==> src/common/sas_regs.vh <==
`ifndef SAS_REGS_VH
`define SAS_REGS_VH
// ----------------------------------------------------------------
// Register map (byte addresses)
// ----------------------------------------------------------------
`define SAS_ADDR_CTRL   32'h800000b0
`define SAS_ADDR_SEL    32'h800000b4
`define SAS_ADDR_ISTAT  32'h800000b8
`define SAS_ADDR_ICLR   32'h800000bc
`define SAS_ADDR_IEN    32'h800000c0
// ----------------------------------------------------------------
// Fields and reset values
// ----------------------------------------------------------------
`define SAS_EN_BIT      9
`define SAS_DONE_BIT    8
`define SAS_RES_MSB     7
`define SAS_RES_W       8
`define SAS_SEL_W       3
`define SAS_RES_RST     8'h00
`define SAS_SEL_RST     3'h0
`define SAS_IRQ_DONE    0
// ----------------------------------------------------------------
// Timing
// ----------------------------------------------------------------
`define SAS_CLK_NS      100
`define SAS_SETTLE_NS   800
`define SAS_TRIAL_CYC   ((`SAS_SETTLE_NS + `SAS_CLK_NS - 1) / `SAS_CLK_NS)
// ----------------------------------------------------------------
// Bus answers
// ----------------------------------------------------------------
`define SAS_RESP_OKAY   2'h0
`define SAS_RESP_SLVERR 2'h2
`endif

==> src/design/sas_top.v <==
// What this block does
// - Clear whole result to zero before trials.
// - Trial bits seven down to zero, set one.
// - Keep bit if comparator high, else clear.
// - After last bit set done, stop.
// - Read returning done clears enable.
// - Done stays set until cleared by read.
// - Enable self-clears at end, no restart.
// - Select defaults 000, temperature sensor.
// - Codes 001..111 pick external inputs 0..6.
// - Result drives DAC, compared every trial.
// - Comparator high when input exceeds DAC.
`timescale 1ns/1ns
`default_nettype none
`include "sas_regs.vh"
module sas_top #(
  parameter TRIAL_CYCLES = `SAS_TRIAL_CYC
) (
  input  wire        CLOCK,
  input  wire        RST_N,
  input  wire [31:0] AWADDR,
  input  wire        AWVALID,
  output reg         AWREADY,
  input  wire [31:0] WDATA,
  input  wire [3:0]  WSTRB,
  input  wire        WVALID,
  output reg         WREADY,
  output reg  [1:0]  BRESP,
  output reg         BVALID,
  input  wire        BREADY,
  input  wire [31:0] ARADDR,
  input  wire        ARVALID,
  output reg         ARREADY,
  output reg  [31:0] RDATA,
  output reg  [1:0]  RRESP,
  output reg         RVALID,
  input  wire        RREADY,
  input  wire        COMP_HIGH,
  output reg  [7:0]  DAC_CODE,
  output reg  [2:0]  INPUT_CHANNEL_SELECT,
  output reg         SENSOR_ENABLE,
  output reg         CONV_BUSY,
  output reg         IRQ
);
  // ----------------------------------------------------------------
  // Sequencer states and constants
  // ----------------------------------------------------------------
  localparam [1:0] ST_IDLE  = 2'h0;
  localparam [1:0] ST_CLEAR = 2'h1;
  localparam [1:0] ST_TRIAL = 2'h2;
  localparam [1:0] ST_DONE  = 2'h3;
  localparam integer RES_MSB = `SAS_RES_MSB;
  localparam [7:0] SETTLE   = TRIAL_CYCLES[7:0];
  localparam [2:0] LSB_IDX  = 3'h0;
  localparam [2:0] MSB_IDX  = RES_MSB[2:0];

  reg  [1:0]  state_q;
  reg  [1:0]  state_d;
  reg  [2:0]  bit_q;
  reg  [2:0]  bit_d;
  reg  [7:0]  cnt_q;
  reg  [7:0]  cnt_d;
  reg  [7:0]  res_d;
  reg         en_q;
  reg         en_d;
  reg         done_q;
  reg         done_d;
  reg  [2:0]  sel_d;
  reg         istat_q;
  reg         istat_d;
  reg         ien_q;
  reg         ien_d;
  wire        comp_s;
  wire        wr_fire;
  wire        rd_fire;
  wire        start;
  wire        fin;
  reg  [31:0] rd_word;
  reg         rd_hit;
  reg         wr_hit;

  // The comparator is asynchronous to this clock, so it is synchronised first.
  sas_sync u_comp_sync (
    .clk   (CLOCK),
    .rst_n (RST_N),
    .d     (COMP_HIGH),
    .q     (comp_s)
  );

  // ----------------------------------------------------------------
  // AXI4-Lite handshakes
  // ----------------------------------------------------------------
  // Address and data are taken together; ready is a one-cycle pulse.
  assign wr_fire = AWREADY & AWVALID & WVALID;
  assign rd_fire = ARREADY & ARVALID;

  // Decode of write addresses; unmapped ones answer SLVERR.
  always @* begin
    case (AWADDR)
      `SAS_ADDR_CTRL, `SAS_ADDR_SEL, `SAS_ADDR_ICLR, `SAS_ADDR_IEN: wr_hit = 1'b1;
      `SAS_ADDR_ISTAT: wr_hit = 1'b1;
      default: wr_hit = 1'b0;
    endcase
  end

  // Read mux; reserved bits read as zero.
  always @* begin
    rd_word = 32'h0000_0000;
    rd_hit  = 1'b1;
    case (ARADDR)
      `SAS_ADDR_CTRL: begin
        rd_word[`SAS_EN_BIT]             = en_q;
        rd_word[`SAS_DONE_BIT]           = done_q;
        rd_word[`SAS_RES_MSB:0]          = DAC_CODE;
      end
      `SAS_ADDR_SEL:   rd_word[`SAS_SEL_W-1:0] = INPUT_CHANNEL_SELECT;
      `SAS_ADDR_ISTAT: rd_word[`SAS_IRQ_DONE]  = istat_q;
      `SAS_ADDR_ICLR:  rd_word = 32'h0000_0000;
      `SAS_ADDR_IEN:   rd_word[`SAS_IRQ_DONE]  = ien_q;
      default:         rd_hit = 1'b0;
    endcase
  end

  // Bus channel flops. One write and one read are handled at a time.
  always @(posedge CLOCK or negedge RST_N) begin
    if (!RST_N) begin
      AWREADY <= 1'b0;
      WREADY  <= 1'b0;
      BVALID  <= 1'b0;
      BRESP   <= `SAS_RESP_OKAY;
      ARREADY <= 1'b0;
      RVALID  <= 1'b0;
      RRESP   <= `SAS_RESP_OKAY;
      RDATA   <= 32'h0000_0000;
    end else begin
      AWREADY <= AWVALID & WVALID & ~AWREADY & ~BVALID;
      WREADY  <= AWVALID & WVALID & ~AWREADY & ~BVALID;
      if (wr_fire) begin
        BVALID <= 1'b1;
        BRESP  <= wr_hit ? `SAS_RESP_OKAY : `SAS_RESP_SLVERR;
      end else if (BREADY) begin
        BVALID <= 1'b0;
      end
      ARREADY <= ARVALID & ~ARREADY & ~RVALID;
      if (rd_fire) begin
        RVALID <= 1'b1;
        RDATA  <= rd_word;
        RRESP  <= rd_hit ? `SAS_RESP_OKAY : `SAS_RESP_SLVERR;
      end else if (RREADY) begin
        RVALID <= 1'b0;
      end
    end
  end

  // ----------------------------------------------------------------
  // Control word
  // ----------------------------------------------------------------
  // A start is honoured only while idle, so a second write mid-conversion is ignored.
  // ignore busy start
  assign start = wr_fire & (AWADDR == `SAS_ADDR_CTRL) & WSTRB[1] & WDATA[`SAS_EN_BIT]
                 & (state_q == ST_IDLE) & ~en_q;
  assign fin   = (state_q == ST_TRIAL) & (cnt_q == 8'h00) & (bit_q == LSB_IDX);

  // Enable and done flags. Setting beats clearing in the same cycle.
  always @* begin
    en_d   = en_q;
    done_d = done_q;
    if (rd_fire & (ARADDR == `SAS_ADDR_CTRL) & done_q)
      en_d = 1'b0;
    // A start in the same cycle as that read wins, or the sequence would run with the sensor off.
    // start by write
    if (start)
      en_d = 1'b1;
    if (fin)
      en_d = 1'b0;
    if (rd_fire & (ARADDR == `SAS_ADDR_CTRL) & done_q)
      done_d = 1'b0;
    if (fin)
      done_d = 1'b1;
  end

  // Channel select register; zero after reset picks the sensor.
  always @* begin
    sel_d = INPUT_CHANNEL_SELECT;
    if (wr_fire & (AWADDR == `SAS_ADDR_SEL) & WSTRB[0])
      sel_d = WDATA[`SAS_SEL_W-1:0];
  end

  // ----------------------------------------------------------------
  // Successive-approximation sequencer
  // ----------------------------------------------------------------
  // Each trial waits SETTLE cycles so DAC, comparator and synchroniser are stable.
  always @* begin
    state_d = state_q;
    bit_d   = bit_q;
    cnt_d   = cnt_q;
    res_d   = DAC_CODE;
    case (state_q)
      ST_IDLE: begin
        if (start)
          state_d = ST_CLEAR;
      end
      ST_CLEAR: begin
        res_d          = `SAS_RES_RST;
        res_d[MSB_IDX] = 1'b1;
        bit_d          = MSB_IDX;
        cnt_d          = SETTLE;
        state_d        = ST_TRIAL;
      end
      ST_TRIAL: begin
        if (cnt_q != 8'h00) begin
          cnt_d = cnt_q - 8'h01;
        end else begin
          res_d[bit_q] = comp_s;
          if (bit_q == LSB_IDX) begin
            state_d = ST_DONE;
          end else begin
            bit_d        = bit_q - 3'h1;
            res_d[bit_d] = 1'b1;
            cnt_d        = SETTLE;
          end
        end
      end
      ST_DONE: begin
        state_d = ST_IDLE;
      end
      default: state_d = ST_IDLE;
    endcase
  end

  // Interrupt status, clear and enable. The done event wins over a clear.
  always @* begin
    istat_d = istat_q;
    ien_d   = ien_q;
    if (wr_fire & (AWADDR == `SAS_ADDR_ICLR) & WSTRB[0] & WDATA[`SAS_IRQ_DONE])
      istat_d = 1'b0;
    if (fin)
      istat_d = 1'b1;
    if (wr_fire & (AWADDR == `SAS_ADDR_IEN) & WSTRB[0])
      ien_d = WDATA[`SAS_IRQ_DONE];
  end

  // State registers; DAC, select, enable, busy and IRQ outputs come from these flops, bus outputs from the channel flops.
  always @(posedge CLOCK or negedge RST_N) begin
    if (!RST_N) begin
      state_q              <= ST_IDLE;
      bit_q                <= MSB_IDX;
      cnt_q                <= 8'h00;
      en_q                 <= 1'b0;
      done_q               <= 1'b0;
      istat_q              <= 1'b0;
      ien_q                <= 1'b0;
      DAC_CODE             <= `SAS_RES_RST;
      INPUT_CHANNEL_SELECT <= `SAS_SEL_RST;
      SENSOR_ENABLE        <= 1'b0;
      CONV_BUSY            <= 1'b0;
      IRQ                  <= 1'b0;
    end else begin
      state_q              <= state_d;
      bit_q                <= bit_d;
      cnt_q                <= cnt_d;
      en_q                 <= en_d;
      done_q               <= done_d;
      istat_q              <= istat_d;
      ien_q                <= ien_d;
      DAC_CODE             <= res_d;
      INPUT_CHANNEL_SELECT <= sel_d;
      SENSOR_ENABLE        <= en_d;
      CONV_BUSY            <= (state_d == ST_CLEAR) | (state_d == ST_TRIAL);
      IRQ                  <= istat_d & ien_d;
    end
  end
endmodule
`default_nettype wire

==> src/design/sas_sync.v <==
`timescale 1ns/1ns
`default_nettype none
// Two-stage synchroniser; the first stage feeds only the second.
module sas_sync (
  input  wire clk,
  input  wire rst_n,
  input  wire d,
  output reg  q
);
  reg meta_q;

  // Both stages reset to zero.
  always @(posedge clk or negedge rst_n) begin
    if (!rst_n) begin
      meta_q <= 1'b0;
      q      <= 1'b0;
    end else begin
      meta_q <= d;
      q      <= meta_q;
    end
  end
endmodule
`default_nettype wire

==> config.mk <==
export PLATFORM = sky130hd
export DESIGN_NAME = sas_top
export DESIGN_NICKNAME = d
export VERILOG_FILES = /design/src/design/sas_top.v /design/src/design/sas_sync.v
export VERILOG_INCLUDE_DIRS = /design/src /design/src/common
export SDC_FILE = /design/constraint.sdc
export NUM_CORES = 1
export LEC_CHECK = 0
export BUFFER_PORTS_ARGS = -buffer_cell sky130_fd_sc_hd__buf_2
export CORE_AREA = 5 5 91 93
export CTS_CLUSTER_SIZE = 8
export DETAILED_ROUTE_END_ITERATION = 16
export DIE_AREA = 0 0 96 98
export GPL_ROUTABILITY_DRIVEN = 1
export GPL_TIMING_DRIVEN = 1
export MAX_ROUTING_LAYER = met4
export PLACE_DENSITY_LB_ADDON = 0.3
export SLEW_MARGIN = 20
export SYNTH_ARGS = -nofsm -noshare
export SYNTH_HDL_FRONTEND = slang
export SYNTH_SLANG_ARGS = --single-unit
==> constraint.sdc <==
create_clock -name CLOCK -period 4.85 [get_ports CLOCK]
set_input_delay 0.2425 -clock CLOCK [delete_from_list [all_inputs] [get_ports CLOCK]]
set_output_delay 0.2425 -clock CLOCK [all_outputs]
set_load 0.01 [all_outputs]
==> results.md <==
CTS:
- The post-CTS setup-driven buffer insertion count is 0.
- The clock insertion delay at the later pin of the skew report is 310 ps.
- TritonCTS created 5 clock buffers.
- The clock-pin slew on the worst setup and hold paths is 90 ps.
- The number of hold buffers added after CTS was 0.
- Clock tree synthesis found a total of 48 sinks.
- The number of cells upsized or downsized after cts is 0.
- The H-tree was split into 2 levels.
- The largest buffer count on any clock path is 2.
- The TritonCTS clock tree is yes.
- The clock tree root buffer cell is clkbuf_8.

Synthesis:
- The leading area contributor after synthesis is dfrtp_1.
- Synthesis produced 300 cells.
- The count of unique library cells instantiated by Yosys is 55.
- The most used flip-flop cell after synthesis is dfrtp_1.
- Of all flip-flops after synthesis, the portion carrying an async set or reset was 1.00.
- The share of the synthesized area in the top cell type is 0.401.
- The mean instance size in the synthesized netlist is 9.35 um^2.
- By area, the combinational part of the netlist is dominated by simple AND/OR/NAND/NOR gates.
- The multiplexer fraction of the synthesized cell area is 0.0232.
- The share of the Yosys chip area taken by registers is 0.430.
- The post-synthesis simple-gate area fraction is 0.223.
- After synthesis the netlist holds a flip-flop and latch count of 48.
- Of the total synthesized cell area, the portion taken by XOR and XNOR cells is 0.00312.
- The number of flops mapped to enable cells by yosys is 0.
- The compound-cell area share of the yosys netlist is 0.184.
- The number of warning messages in the yosys log is 0.
- The post-synthesis instance area is 2810 um^2.
- Of the total synthesized cell area, the portion taken by full adders, half adders and majority gates is 0.0357.
- Ranked by total cell area, the synthesized netlist is headed by dfrtp_1, buf_4, nand2_1.

Worst setup path:
- The largest single stage delay on the critical path is 650 ps.
- The data required time at the worst endpoint is 5040 ps.
- On the critical path, the stage with the largest delay is an instance of dfstp_2.
- Walking the worst path, the cells encountered are clkinv_1 -> ha_1 -> nor2b_1 -> nand3_1 -> nand2_1 -> o21ai_0 -> o41ai_1.
- In this run the worst path has a maximum fanout of 11.
- The critical path launch point type is a flop.
- For the worst flop-to-flop path, the logic depth is 7.
- The category of the critical setup timing path is flop to flop.
- At the worst endpoint, the arrival time is 2510 ps.
- STA classifies the critical path endpoint as a flop.

Cells and area:
- The fraction of layout instances using a drive strength above 1 is 0.326.
- The final layout net count is 523.
- 0 antenna diodes ended up in the layout.
- In the layout the commonest cells are buf_2, dfrtp_1, nand2_1.
- After the flow finishes, the layout carries non-filler instances totaling 510.
- The most frequent standard cell in the layout excluding fill and tap cells is buf_2.
- Relative to the synthesized area, the layout overhead comes to 23.6%.

Timing:
- The hold violation count in the final report is 0.
- For the pin with the worst max-slew slack, the measured transition is 700 ps.
- Measured against its own limit, the worst slew margin works out to 0.531.
- The final worst-path cycle share is 0.478.
- The number of pins with negative max-slew slack in the final report is 0.
- Setup violations remaining at the end of the flow were counted as 0.
- For the final routed database, the setup TNS stands at 0 ps.
- The worst clock skew is 7.75 ps.
- The worst path needs 2320 ps of the cycle, external delays included.
- Setup repair after global routing left no endpoint under its margin.
- The fmax is 0.432 GHz.

Min path:
- The min-delay analysis places its worst path in the category input pin to flop.
- Along the worst hold path, the cell count comes to 1.

Power:
- The power per standard cell area is 224 nW/um^2.
- In this run the power spent charging and discharging nets is 0.183 mW.
- The sequential share of power is 0.526.
- The fraction of power consumed by combinational cells is 0.094.
- VDD sags by at most 0.0953 mV.
- Of the total power, the share spent switching nets is 0.236.
- Of the total power, the clock network draws 0.380.
- The internal portion of the total power is 0.593 mW.
- The leakage power figure is 1.71 nW.

Die:
- The initial utilization of the core area, before any placement, comes to 0.377.
- The total area inside the core boundary comes to 7450 um^2.
- The floorplan step set the die height to 98 um.
- The I/O pin count is 163.
- In this run the core area contains 32 standard-cell rows.
- The die is 96 um wide.
- The die covers 9410 um^2.

Status:
- The flow ran to the end, and the final reports show no timing, DRC or antenna violations.

Place:
- The HPWL reported at the end of detailed placement is 5640 um.
- The routability-driven placement congestion ratio is 0.863.
- The total instance count after detailed placement is 501.
- In this run the tool buffered the top-level ports with 108 buffer cells.

Detailed routing:
- The final route contains 2563 vias.
- The routed wire length is 7010 um.
- The first-iteration detailed-routing DRC count is 186.
- The detail route stage leaves a number of antenna-violating nets equal to 0.
- In the routed design, unresolved DRC markers number 0.
- The via count normalized by instance count is 5.03.
- The first TritonRoute pass finished after 4 iterations.
- The routed wire length per instance is 13.7 um.

Global route:
- The via count of the first global-routing pass is 2501.
- The first-pass GRT wire length is 11400 um.
- Entering global routing, the biggest net connects 49 pins.
- The number of antenna violations at the first check in global routing came to 0.
- For this run, the total global-route usage over all layers was measured as 0.153.
- After global routing the overflow that remains totals 0.

Run:
- The number of maximum-capacitance constraint violations is 0.
[critical path: cells and delay by family (launching register included)]
kind,cells,cell delay [ps]
simple gates,3,630
fa+ha+maj,1,320
compound gates,2,330
flops,1,650
buf+inv,1,280
[synth_stat cells (2+ instances only)]
cell type	number
nand3_1	9
or2_1	2
o21ai_0	17
nand4b_1	3
a31o_2	2
clkbuf_1	4
mux2_2	3
nand2b_1	2
nor4bb_1	2
a22oi_1	7
dfstp_2	3
o31ai_1	6
or2_2	2
a22o_1	7
nor2_1	18
nor3b_1	2
a21o_1	2
buf_2	2
a21oi_1	13
mux2i_1	2
or4_1	2
nor3_1	7
inv_1	15
nor4_1	13
a32oi_1	4
and3_1	3
o41ai_1	2
buf_4	26
a31oi_1	4
nand2_1	34
dfrtp_1	45
nand4_1	5
ha_1	8
a2bb2oi_1	3
[worst paths after layout]
path | slack [ps] | start | to
max in group asynchronous | 3960 | RST_N | IRQ
worst max register to register | 2530 | bit_q[0] | cnt_q[4]
min in group asynchronous | 470 | RST_N | u_comp_sync.meta_q
worst min register to register | 360 | u_comp_sync.meta_q | u_comp_sync.q
worst min-delay path | 40 | COMP_HIGH | u_comp_sync.meta_q
worst max-delay path | 2530 | bit_q[0] | cnt_q[4]
[per-layer routing]
metal  vias to the layer above  GRT usage  share of wire
li1                       1268          -              -
met1                      1211      0.179           0.40
met2                        75      0.263           0.51
met3                         9     0.0293          0.077
met4                         0     0.0438          0.013
met5                         -          -              0
[sequential cells by signal, summed over array words and instances, names as in the netlist, 2 cells and up]
name	flops
cnt_q	8
state_q	2
INPUT_CHANNEL_SELECT	3
DAC_CODE	8
RDATA	10
bit_q	3
[area by class of cell]
cell class | count | area, um^2
tap | 102 | 128
fill | 761 | 3980
timing repair buffer | 109 | 553
inverter | 16 | 60.1
clock buffer | 5 | 68.8
clock inverter | 3 | 47.5
multi-input combinational | 227 | 1410
sequential | 48 | 1200
[cell families after synthesis]
logic type / count (synthesis)
compound gates: 74
xor+xnor: 1
fa+ha+maj: 8
buf+inv: 48
flops: 48
mux: 6
other cells: 1
simple gates: 114
[power by group through the flow]
stage	combinational [mW]	clock, mW	sequential (mW)
after floorplan	0.0371	0	0.418
after global placement	0.0716	0	0.416
final	0.0730	0.295	0.408
after global routing	0.0827	0.323	0.409
after CTS	0.0731	0.307	0.409
after detailed placement	0.0728	0	0.416
[per-stage QoR]
stage | hold WS, ps | power (mW) | util | worst slack (ps) | cell area [um^2]
2_1_floorplan | -53.1 | 0.455 | - | 2900 | 2890
3_5_place_dp | 336 | 0.489 | 0.448 | 2570 | 3340
3_3_place_gp | 337 | 0.488 | 0.448 | 2570 | 3340
4_1_cts | 30.9 | 0.789 | 0.464 | 2570 | 3460
5_1_grt | 37.4 | 0.815 | 0.466 | 2320 | 3470
6_report | 38.6 | 0.776 | 0.466 | 2530 | 3470
Note: power is estimated with default switching activity, not from simulation.
